### src/hw/traj_map.vh
// constants shared by the trajectory and position logic
`ifndef TRAJ_MAP_VH
`define TRAJ_MAP_VH

// ****************************************
// command codes written to the command port
// ****************************************
`define CMD_LOAD_TRAJ 8'h1F
`define CMD_START 8'h01

// ****************************************
// register byte addresses on the bus
// ****************************************
`define ADDR_CMD 5'h00
`define ADDR_DATA 5'h04
`define ADDR_ACT_POS 5'h08
`define ADDR_SAMPLE_POS 5'h0C
`define ADDR_DESIRED 5'h10
`define ADDR_CTRL 5'h14

// ****************************************
// status bits read at the command address
// ****************************************
`define ST_BUSY 0
`define ST_RUN 1
`define ST_LOAD 2
`define ST_DRIVE 3

// ****************************************
// trajectory control word fields
// ****************************************
`define CW_POS_REL 0
`define CW_POS_LOAD 1
`define CW_VEL_REL 2
`define CW_VEL_LOAD 3
`define CW_ACC_REL 4
`define CW_ACC_LOAD 5
`define CW_MOTOR_OFF 8
`define CW_STOP_ABRUPT 9
`define CW_STOP_SMOOTH 10
`define CW_VEL_MODE 11
`define CW_FORWARD 12

// ****************************************
// timing and number format
// ****************************************
`define BUSY_CYCLES 4'h4
`define SAMPLE_CYCLES 2048
`define SAMPLE_W 11
`define FRAC_ZERO 16'h0000

`endif

### src/hw/quad_position_counter.v
// quadrature decoder with pin synchronisers and absolute position counter
`timescale 1ns/10ps
`include "traj_map.vh"

module quad_position_counter (
  input wire clock, // system clock
  input wire reset, // asynchronous reset, active high
  input wire enc_a, // encoder channel a pin
  input wire enc_b, // encoder channel b pin
  output reg [31:0] position_q // absolute position in counts
);

  // ****************************************
  // pin synchronisers, three stages per channel
  // ****************************************
  wire [1:0] pins; // {a, b}
  reg [1:0] filt_q; // filtered channel state {a, b}
  wire [1:0] filt_d; // next filtered state
  assign pins = {enc_a, enc_b};

  genvar i;
  generate
    for (i = 0; i < 2; i = i + 1) begin : sync
      reg s1_q; // first stage, read only by s2_q
      reg s2_q; // second stage
      reg s3_q; // third stage
      // shift the pin through three flops
      always @(posedge clock or posedge reset) begin
        if (reset) begin
          s1_q <= 1'b0;
          s2_q <= 1'b0;
          s3_q <= 1'b0;
        end else begin
          s1_q <= pins[i];
          s2_q <= s1_q;
          s3_q <= s2_q;
        end
      end
      // a change counts only once stages two and three agree
      assign filt_d[i] = (s2_q == s3_q) ? s3_q : filt_q[i];
    end
  endgenerate

  // ****************************************
  // state decode and count
  // ****************************************
  wire one_step; // exactly one channel changed
  wire count_up; // channel a leads channel b
  assign one_step = ^(filt_d ^ filt_q);
  // forward order 00-10-11-01: new a differs from old b
  assign count_up = filt_d[1] ^ filt_q[0];

  // both channels moving at once is a lost step, so it is ignored
  always @(posedge clock or posedge reset) begin
    if (reset) begin
      filt_q <= 2'h0;
      position_q <= 32'h0000_0000;
    end else begin
      filt_q <= filt_d;
      if (one_step) begin
        if (count_up) begin
          position_q <= position_q + 32'h0000_0001;
        end else begin
          position_q <= position_q - 32'h0000_0001;
        end
      end
    end
  end

endmodule

### src/hw/trajectory_load_quadrature_position.v
// trajectory loading, start of motion and position feedback core
// How it works
// host sends load command, control word, data
// upper byte zero selects position mode
// lower byte zero means no data words
// start copies buffers to working registers
// buffered values idle until start
// zero acceleration holds current absolute position
// position comes from quadrature encoder decoding
// four states per channel cycle
// each adjacent transition moves count by one
// leading channel sets counting direction
// position sampled every 2048 clocks
// velocity, acceleration use sample period units
// absolute move ends exactly at target
// bits eight to ten pick stop mode
// motor-off, abrupt and smooth stop behaviours
// parameters arrive as high word first
// host waits for busy clear
// reset clears counter, buffers, working registers
`timescale 1ns/10ps
`include "traj_map.vh"

module trajectory_load_quadrature_position #(
  parameter SAMPLE_CYCLES = `SAMPLE_CYCLES, // clocks per sample period
  parameter SAMPLE_W = `SAMPLE_W // width of the sample counter
) (
  input wire clock, // 10 MHz system clock
  input wire reset, // asynchronous reset, active high
  input wire [4:0] address, // avalon byte address
  input wire read, // avalon read request
  input wire write, // avalon write request
  input wire [31:0] writedata, // avalon write data
  output wire [31:0] readdata, // avalon read data
  output wire waitrequest, // avalon wait, low when answered
  input wire enc_a, // encoder channel a
  input wire enc_b, // encoder channel b
  output wire [31:0] desired_position, // profile output, counts
  output wire motor_drive_enable, // low forces zero drive
  output wire sample_tick // one-cycle pulse per sample
);

  // ****************************************
  // load state machine codes
  // ****************************************
  localparam LD_IDLE = 2'b00; // no load in progress
  localparam LD_CTRL = 2'b01; // waiting for control word
  localparam LD_DATA = 2'b10; // waiting for parameter words

  // first parameter still pending, in acc, vel, pos order
  function [2:0] first_param;
    input [2:0] m;
    begin
      if (m[2]) begin
        first_param = 3'h4;
      end else if (m[1]) begin
        first_param = 3'h2;
      end else begin
        first_param = {2'h0, m[0]};
      end
    end
  endfunction

  // ****************************************
  // position feedback
  // ****************************************
  wire [31:0] act_pos; // live absolute position
  reg [SAMPLE_W-1:0] samp_cnt_q; // sample period counter
  reg tick_q; // registered sample pulse
  reg [31:0] sample_pos_q; // position at last sample
  wire tick; // last clock of the sample period


  quad_position_counter decoder (
    .clock(clock),
    .reset(reset),
    .enc_a(enc_a),
    .enc_b(enc_b),
    .position_q(act_pos)
  );

  assign tick = (samp_cnt_q == SAMPLE_CYCLES[SAMPLE_W-1:0] - 1'b1);

  // free running period counter; also the profile time base
  always @(posedge clock or posedge reset) begin
    if (reset) begin
      samp_cnt_q <= {SAMPLE_W{1'b0}};
      tick_q <= 1'b0;
      sample_pos_q <= 32'h0000_0000;
    end else begin
      tick_q <= tick;
      if (tick) begin
        samp_cnt_q <= {SAMPLE_W{1'b0}};
        sample_pos_q <= act_pos;
      end else begin
        samp_cnt_q <= samp_cnt_q + 1'b1;
      end
    end
  end
  assign sample_tick = tick_q;

  // ****************************************
  // bus slave: one wait cycle per access
  // ****************************************
  reg ack_q; // answer cycle
  reg [31:0] rdata_q; // registered read data
  reg [3:0] busy_q; // busy countdown
  wire wr_go; // write takes effect this edge
  wire busy; // device ignores command and data writes
  wire cmd_ok; // accepted command write
  wire data_ok; // accepted data write
  reg [31:0] rd_mux; // read selection

  assign waitrequest = (read | write) & ~ack_q;
  assign readdata = rdata_q;
  assign wr_go = write & ack_q;
  assign busy = (busy_q != 4'h0);
  // writes during busy are dropped, as the host is to wait
  assign cmd_ok = wr_go & (address == `ADDR_CMD) & ~busy;
  assign data_ok = wr_go & (address == `ADDR_DATA) & ~busy;

  // profile and load registers, declared ahead of the read mux
  reg [1:0] ld_state_q; // load state
  reg [2:0] pend_q; // parameters still to arrive
  reg half_q; // high word already taken
  reg [15:0] hi_word_q; // held high word
  reg [15:0] ctrl_buf_q; // buffered control word
  reg ctrl_fresh_q; // control word loaded since start
  reg [2:0] fresh_q; // parameters loaded since start
  reg [31:0] acc_buf_q; // buffered acceleration
  reg [31:0] vel_buf_q; // buffered velocity
  reg [31:0] pos_buf_q; // buffered position
  reg [15:0] ctrl_w_q; // working control word
  reg [31:0] acc_w_q; // working acceleration, 16.16
  reg [31:0] vel_w_q; // working velocity, 16.16
  reg [31:0] target_q; // working target position
  reg run_q; // profile in motion
  reg decel_q; // smooth stop under way
  reg drive_on_q; // drive enabled
  reg dir_q; // moving forward
  reg [47:0] dpos_q; // desired position, 32.16
  reg [31:0] vel_q; // present velocity, 16.16
  reg [47:0] brake_q; // distance built up while speeding up

  // read decode; unmapped addresses read zero
  always @* begin
    case (address)
      `ADDR_CMD: begin
        rd_mux = 32'h0000_0000;
        rd_mux[`ST_BUSY] = busy;
        rd_mux[`ST_RUN] = run_q;
        rd_mux[`ST_LOAD] = (ld_state_q != LD_IDLE);
        rd_mux[`ST_DRIVE] = drive_on_q;
      end
      `ADDR_ACT_POS: rd_mux = act_pos;
      `ADDR_SAMPLE_POS: rd_mux = sample_pos_q;
      `ADDR_DESIRED: rd_mux = dpos_q[47:16];
      `ADDR_CTRL: rd_mux = {16'h0000, ctrl_w_q};
      default: rd_mux = 32'h0000_0000;
    endcase
  end

  // answer one cycle after the request; busy follows each accepted write
  always @(posedge clock or posedge reset) begin
    if (reset) begin
      ack_q <= 1'b0;
      rdata_q <= 32'h0000_0000;
      busy_q <= 4'h0;
    end else begin
      ack_q <= (read | write) & ~ack_q;
      if (read & ~ack_q) begin
        rdata_q <= rd_mux;
      end
      if (cmd_ok | data_ok) begin
        busy_q <= `BUSY_CYCLES;
      end else if (busy) begin
        busy_q <= busy_q - 4'h1;
      end
    end
  end

  // ****************************************
  // trajectory load into input buffers
  // ****************************************
  wire start_go; // start command accepted
  wire load_go; // load command accepted
  wire [2:0] sel; // parameter taking this word
  wire [2:0] pend_left; // pending after this word
  wire [2:0] ctrl_load; // load flags in a control word
  assign load_go = cmd_ok & (writedata[7:0] == `CMD_LOAD_TRAJ);
  assign start_go = cmd_ok & (writedata[7:0] == `CMD_START);
  assign sel = first_param(pend_q);
  assign pend_left = pend_q & ~sel;
  assign ctrl_load = {writedata[`CW_ACC_LOAD], writedata[`CW_VEL_LOAD],
    writedata[`CW_POS_LOAD]};

  // a new load command restarts the sequence mid-way
  always @(posedge clock or posedge reset) begin
    if (reset) begin
      ld_state_q <= LD_IDLE;
      pend_q <= 3'h0;
      half_q <= 1'b0;
      hi_word_q <= 16'h0000;
      ctrl_buf_q <= 16'h0000;
      ctrl_fresh_q <= 1'b0;
      fresh_q <= 3'h0;
      acc_buf_q <= 32'h0000_0000;
      vel_buf_q <= 32'h0000_0000;
      pos_buf_q <= 32'h0000_0000;
    end else if (load_go) begin
      ld_state_q <= LD_CTRL;
      half_q <= 1'b0;
    end else if (start_go) begin
      // buffers are consumed by the start
      ctrl_fresh_q <= 1'b0;
      fresh_q <= 3'h0;
    end else if (data_ok) begin
      case (ld_state_q)
        LD_CTRL: begin
          ctrl_buf_q <= writedata[15:0];
          ctrl_fresh_q <= 1'b1;
          pend_q <= ctrl_load;
          // lower byte of zero: no parameter words follow
          ld_state_q <= (ctrl_load == 3'h0) ? LD_IDLE : LD_DATA;
        end
        LD_DATA: begin
          if (!half_q) begin
            hi_word_q <= writedata[15:0];
            half_q <= 1'b1;
          end else begin
            half_q <= 1'b0;
            pend_q <= pend_left;
            fresh_q <= fresh_q | sel;
            if (sel[2]) begin
              acc_buf_q <= {hi_word_q, writedata[15:0]};
            end
            if (sel[1]) begin
              vel_buf_q <= {hi_word_q, writedata[15:0]};
            end
            if (sel[0]) begin
              pos_buf_q <= {hi_word_q, writedata[15:0]};
            end
            if (pend_left == 3'h0) begin
              ld_state_q <= LD_IDLE;
            end
          end
        end
        default: ld_state_q <= LD_IDLE; // stray data word ignored
      endcase
    end
  end

  // ****************************************
  // values a start would install
  // ****************************************
  wire [15:0] ctrl_n; // control word after start
  wire [31:0] acc_n; // acceleration after start
  wire [31:0] vel_n; // velocity after start
  wire [31:0] target_n; // target after start
  wire vel_mode_n; // velocity mode after start
  // only freshly loaded values replace working ones
  assign ctrl_n = ctrl_fresh_q ? ctrl_buf_q : ctrl_w_q;
  assign acc_n = !fresh_q[2] ? acc_w_q :
    (ctrl_n[`CW_ACC_REL] ? acc_w_q + acc_buf_q : acc_buf_q);
  assign vel_n = !fresh_q[1] ? vel_w_q :
    (ctrl_n[`CW_VEL_REL] ? vel_w_q + vel_buf_q : vel_buf_q);
  // absolute target is measured from zero, wherever the shaft is
  assign target_n = !fresh_q[0] ? target_q :
    (ctrl_n[`CW_POS_REL] ? target_q + pos_buf_q : pos_buf_q);
  // upper byte clear means position mode
  assign vel_mode_n = ctrl_n[`CW_VEL_MODE];

  // ****************************************
  // profile generator, stepped once per sample
  // ****************************************
  wire [47:0] vel48; // velocity as 32.16 step
  wire [47:0] acc48; // acceleration as 32.16
  wire [47:0] diff; // target minus desired
  wire [47:0] rem; // distance left
  wire vel_mode; // working mode
  assign vel48 = {16'h0000, vel_q};
  assign acc48 = {16'h0000, acc_w_q};
  assign diff = {target_q, `FRAC_ZERO} - dpos_q;
  assign rem = diff[47] ? (48'h0 - diff) : diff;
  assign vel_mode = ctrl_w_q[`CW_VEL_MODE];
  assign desired_position = dpos_q[47:16];
  assign motor_drive_enable = drive_on_q;

  // stop bits act only on the start that follows their load
  always @(posedge clock or posedge reset) begin
    if (reset) begin
      ctrl_w_q <= 16'h0000;
      acc_w_q <= 32'h0000_0000;
      vel_w_q <= 32'h0000_0000;
      target_q <= 32'h0000_0000;
      run_q <= 1'b0;
      decel_q <= 1'b0;
      drive_on_q <= 1'b1;
      dir_q <= 1'b1;
      dpos_q <= 48'h0;
      vel_q <= 32'h0000_0000;
      brake_q <= 48'h0;
    end else if (start_go) begin
      ctrl_w_q <= ctrl_n;
      acc_w_q <= acc_n;
      vel_w_q <= vel_n;
      target_q <= target_n;
      drive_on_q <= 1'b1;
      decel_q <= 1'b0;
      if (ctrl_fresh_q && ctrl_n[`CW_MOTOR_OFF]) begin
        drive_on_q <= 1'b0;
        run_q <= 1'b0;
        vel_q <= 32'h0000_0000;
      end else if (ctrl_fresh_q && ctrl_n[`CW_STOP_ABRUPT]) begin
        // target becomes the present position at once
        target_q <= act_pos;
        dpos_q <= {act_pos, `FRAC_ZERO};
        run_q <= 1'b0;
        vel_q <= 32'h0000_0000;
      end else if (ctrl_fresh_q && ctrl_n[`CW_STOP_SMOOTH]) begin
        decel_q <= run_q;
      end else if (acc_n == 32'h0000_0000) begin
        // nothing to ramp with: hold where the shaft is
        dpos_q <= {act_pos, `FRAC_ZERO};
        run_q <= 1'b0;
        vel_q <= 32'h0000_0000;
      end else begin
        dpos_q <= {act_pos, `FRAC_ZERO};
        run_q <= 1'b1;
        vel_q <= 32'h0000_0000;
        brake_q <= 48'h0;
        dir_q <= vel_mode_n ? ctrl_n[`CW_FORWARD] :
          ($signed(target_n) > $signed(act_pos));
      end
    end else if (!drive_on_q) begin
      // motor off: desired follows actual, so the drive stays zero
      dpos_q <= {act_pos, `FRAC_ZERO};
    end else if (run_q && tick) begin
      // one sample period is one time unit for vel and acc
      if (!vel_mode && !decel_q && rem <= vel48) begin
        dpos_q <= {target_q, `FRAC_ZERO};
        vel_q <= 32'h0000_0000;
        run_q <= 1'b0;
      end else begin
        if (dir_q) begin
          dpos_q <= dpos_q + vel48;
        end else begin
          dpos_q <= dpos_q - vel48;
        end
        if (decel_q || (!vel_mode && rem <= brake_q)) begin
          if (vel_q > acc_w_q) begin
            vel_q <= vel_q - acc_w_q;
            brake_q <= (brake_q > vel48) ? brake_q - vel48 : 48'h0;
          end else if (decel_q) begin
            // smooth stop done: hold where the profile ended
            vel_q <= 32'h0000_0000;
            run_q <= 1'b0;
            decel_q <= 1'b0;
            target_q <= dpos_q[47:16];
          end else begin
            // creep at one step so the target is always reached
            vel_q <= acc_w_q;
          end
        end else if (vel_q + acc_w_q <= vel_w_q) begin
          vel_q <= vel_q + acc_w_q;
          brake_q <= brake_q + vel48 + acc48;
        end else begin
          vel_q <= vel_w_q;
        end
      end
    end
  end

endmodule

### config.mk
export PLATFORM = sky130hd
export DESIGN_NAME = trajectory_load_quadrature_position
export DESIGN_NICKNAME = d
export VERILOG_FILES = /design/src/hw/quad_position_counter.v /design/src/hw/trajectory_load_quadrature_position.v
export VERILOG_INCLUDE_DIRS = /design/src /design/src/hw
export SDC_FILE = /design/constraint.sdc
export NUM_CORES = 2
export LEC_CHECK = 0
export BUFFER_PORTS_ARGS = -buffer_cell sky130_fd_sc_hd__buf_2
export CORE_ASPECT_RATIO = 1.25
export CORE_MARGIN = 8
export CORE_UTILIZATION = 50
export CTS_CLUSTER_DIAMETER = 30
export DETAILED_ROUTE_END_ITERATION = 8
export PLACE_DENSITY = 0.69
export SLEW_MARGIN = 25
export SYNTH_ARGS = -nofsm -noshare
export SYNTH_HDL_FRONTEND = slang
export SYNTH_HIERARCHICAL = 1
export SYNTH_SLANG_ARGS = --single-unit
### constraint.sdc
create_clock -name clock -period 14.7 [get_ports clock]
set_input_delay 2.94 -clock clock [delete_from_list [all_inputs] [get_ports clock]]
set_output_delay 2.94 -clock clock [all_outputs]
set_load 0.02 [all_outputs]
==> qor.yml <==
outcome:
  status: "finished, final reports clean"
placement:
  place_hpwl_um: 124000
  placed_cells: 6824
  io_buffers: 93
  gp_congestion: 0.998
synthesis:
  synth_top_family_by_area: "compound AO/OA/AOI/OAI gates"
  synthMuxAreaShare: 0.0600
  synthFlopType: "dfrtp_1"
  yosysSeqAreaShare: 0.263
  syn_inst: 5761
  synth_edf_count: 0
  synth_compound_area_frac: 0.245
  synth_top_cell_by_area: "dfrtp_1"
  syn-num-nets: 6291
  avgSynthCellArea_um2: 8.30
  synth_top_area_frac: 0.262
  synth_fa_ha_area_frac: 0.134
  synthSimpleGateAreaFrac: 0.176
  ys_warn_count: 6
  synth-seq-cells: 503
  synth_xor_area_frac: 0.0660
  ys_top_cells_by_area: "dfrtp_1 (26%), ha_1 (12%), a21oi_1 (5.0%), xnor2_1 (4.3%), o21ai_0 (3.7%)"
  synth_cell_types: 109
  postSynth.asyncResetShare: 1.00
  syn_area_um2: 47800
detailed_routing:
  drc: 0
  ant_nets: 0
  routed_via_density: 6.38
  drt-pass1-iter-count: 6
  drt_iter0_drc: 3733
  wl_um: 165000
  vias: 45077
  wl_per_cell_um: 23.4
sta:
  tightest_slew_ns: 1.11
  final-hold-violation-count: 0
  relSlewSlack: 0.257
  finClkSkew_ns: 0.0654
  drv_slew: 0
  fin_setup_tns_ns: 0
  finalSetupViolations: 0
  rsz0062_at_grt: "no"
  fmax_mhz: 103
  fin_crit_sh: 0.659
  min_period_ns: 9.69
grt:
  busiest_layer: "met2"
  grt_max_degree: 160
  grt_usage: 0.304
  gr-usage-met2: 0.502
  grt_pass1_vias: 44057
  grt_pass1_wl_um: 255000
  grt_overflow: 0
  grt_antenna_before_repair: 9
  grtUsageMet1: 0.369
  grt.met3_usage: 0.0494
worst_hold_path:
  hold_class: "reg -> reg"
floorplan:
  die_y_um: 362
  design.die.area_um2: 106000
  fp-row-count: 127
  core-area_um2: 95300
  dieWidth_um: 293
  ioPinCount: 110
  initial_core_util: 0.501
worst_setup_path:
  worst-path-buf-inv: 3
  path_max_fanout: 35
  reg2reg_depth: 30
  cp-start-kind: "flip-flop"
  r2r_end: "brake_q[37]"
  endpoint: "brake_q[37]"
  critPathArrivalTime_ns: 10.24
  r2r-start: "dpos_q[1]"
  path_depth: 30
  r2r_slack_ns: 5.01
  crit_start: "dpos_q[1]"
  cp_slowest_cell: "nand2_1"
  criticalPathCategory: "reg -> reg"
  cp_top_family: "simple AND/OR/NAND/NOR gates"
  end_kind: "flip-flop"
  required_ns: 15.25
  critPathMaxStageDelay_ns: 0.75
power_and_ir_drop:
  powerDensity_nw_per_um2: 114
  power.leakage_nw: 25.8
  vdd_ir_drop_max_mv: 0.126
final_layout:
  areaGrowthSynthToFinish_pct: 12.5
  fin_cells: 7067
  fin_nets: 6262
  mostFrequentLayoutCells: "dfrtp_1 (500), a21oi_1 (481), nand2_1 (459)"
  layout_commonest_cell: "dfrtp_1"
  nFillCells: 8670
  multi_input_area_um2: 32700
  drive_above_1_share: 0.111
  seq_area_um2: 12600
clocking:
  cts-root-buf: "clkbuf_16"
  numCtsBuffers: 130
  clock_latency_ns: 0.76
  cts_sinks: 503
  cts_buffer_depth: 3
  cts_setup_buffers: 0
  clk_pin_slew_ns: 0.04
  hold_buffers: 0
  tritoncts: "yes"
  htreeDepth: 4
  cts.repair.resized: 0
flow_run:
  drv_cap: 0
## synthesized netlist by cell type (all sizes together), types with 41 or more instances
cell type  instances
buf               86
mux2             157
a21oi            482
a21o             209
nand2            463
o21ai            364
and3              68
or3               45
nor2b             46
clkbuf           235
a22oi             55
nor3             149
mux2i            110
nand3            123
xnor2            238
o21bai            44
nor2             435
o21a              76
nand4            107
ha               447
dfrtp            501
a211oi            92
xor2             121
and2              41
o22ai             42
inv              314
nor4              47
nand2b            58
a31oi             76
## sequential cells by signal, summed over array words and instances, names as in the netlist, 2 cells and up
| signal | flops |
|---|---|
| acc_buf_q | 32 |
| acc_w_q | 32 |
| brake_q | 48 |
| busy_q | 4 |
| ctrl_buf_q | 16 |
| ctrl_w_q | 16 |
| decoder/filt_q | 2 |
| decoder/position_q | 32 |
| decoder/sync.s1_q | 2 |
| decoder/sync.s2_q | 2 |
| decoder/sync.s3_q | 2 |
| dpos_q | 48 |
| fresh_q | 3 |
| hi_word_q | 16 |
| ld_state_q | 2 |
| pend_q | 3 |
| pos_buf_q | 32 |
| readdata | 32 |
| samp_cnt_q | 11 |
| sample_pos_q | 32 |
| target_q | 32 |
| vel_buf_q | 32 |
| vel_q | 32 |
| vel_w_q | 32 |
## cells by family (layout without fill, tap and decap cells)
group,count (synthesis),count (layout)
muxes,267,267
other,0,4
DFF,503,503
and+or+nand+nor,1711,1711
AOI/OAI and AO/OA,1798,1798
buffers and inverters,635,712
xor gates and xnor gates,359,359
adders and majority gates,488,488
## per-layer routing
layer / share of wire / wire length [um] / vias up
li1: - / - / 21091
met1: 0.40 / 65700 / 21735
met2: 0.47 / 76900 / 1787
met3: 0.069 / 11400 / 464
met4: 0.069 / 11300 / 0
met5: 0 / 0 / -
## worst min path at each step
stage | depth (start not counted) | slack (ns) | end | start
floorplan | 0 | 0.33 | decoder/sync[0].s2_q | decoder/sync[0].s1_q
global placement | 0 | 0.33 | decoder/sync[1].s2_q | decoder/sync[1].s1_q
detailed placement | 0 | 0.34 | decoder/sync[1].s2_q | decoder/sync[1].s1_q
CTS | 0 | 0.35 | decoder/sync[1].s2_q | decoder/sync[1].s1_q
global route | 0 | 0.36 | decoder/sync[1].s2_q | decoder/sync[1].s1_q
finish | 0 | 0.35 | decoder/sync[1].s2_q | decoder/sync[1].s1_q
## layout make-up
class                   count  share of cell area
multi-input cells        4623               0.609
flip-flops and latches    503               0.234
clock buffers             170              0.0683
well taps                1225              0.0285
inverters                 314              0.0220
clock inverters            68              0.0190
repair buffers            160              0.0188
diodes                      4            0.000186
## power by group
part | switching (W) | total (W) | internal (W)
Combinational | 0.000828 | 0.00135 | 0.000521
Sequential | 0.000268 | 0.00173 | 0.00147
Clock | 0.000987 | 0.00303 | 0.00204
## through the flow
stage          power, W  hold WS [ns]   util  cell area, um^2  setup WS [ns]
6_report        0.00611         0.346  0.564            53800           5.01
5_1_grt         0.00636         0.356  0.564            53800           4.54
4_1_cts         0.00611         0.347  0.564            53700           5.19
3_5_place_dp    0.00306         0.338  0.514            49000           5.26
3_3_place_gp    0.00304         0.333  0.514            49000           5.25
2_1_floorplan   0.00266         0.331      -            47800           5.49
(Power assumes the default switching activity.)
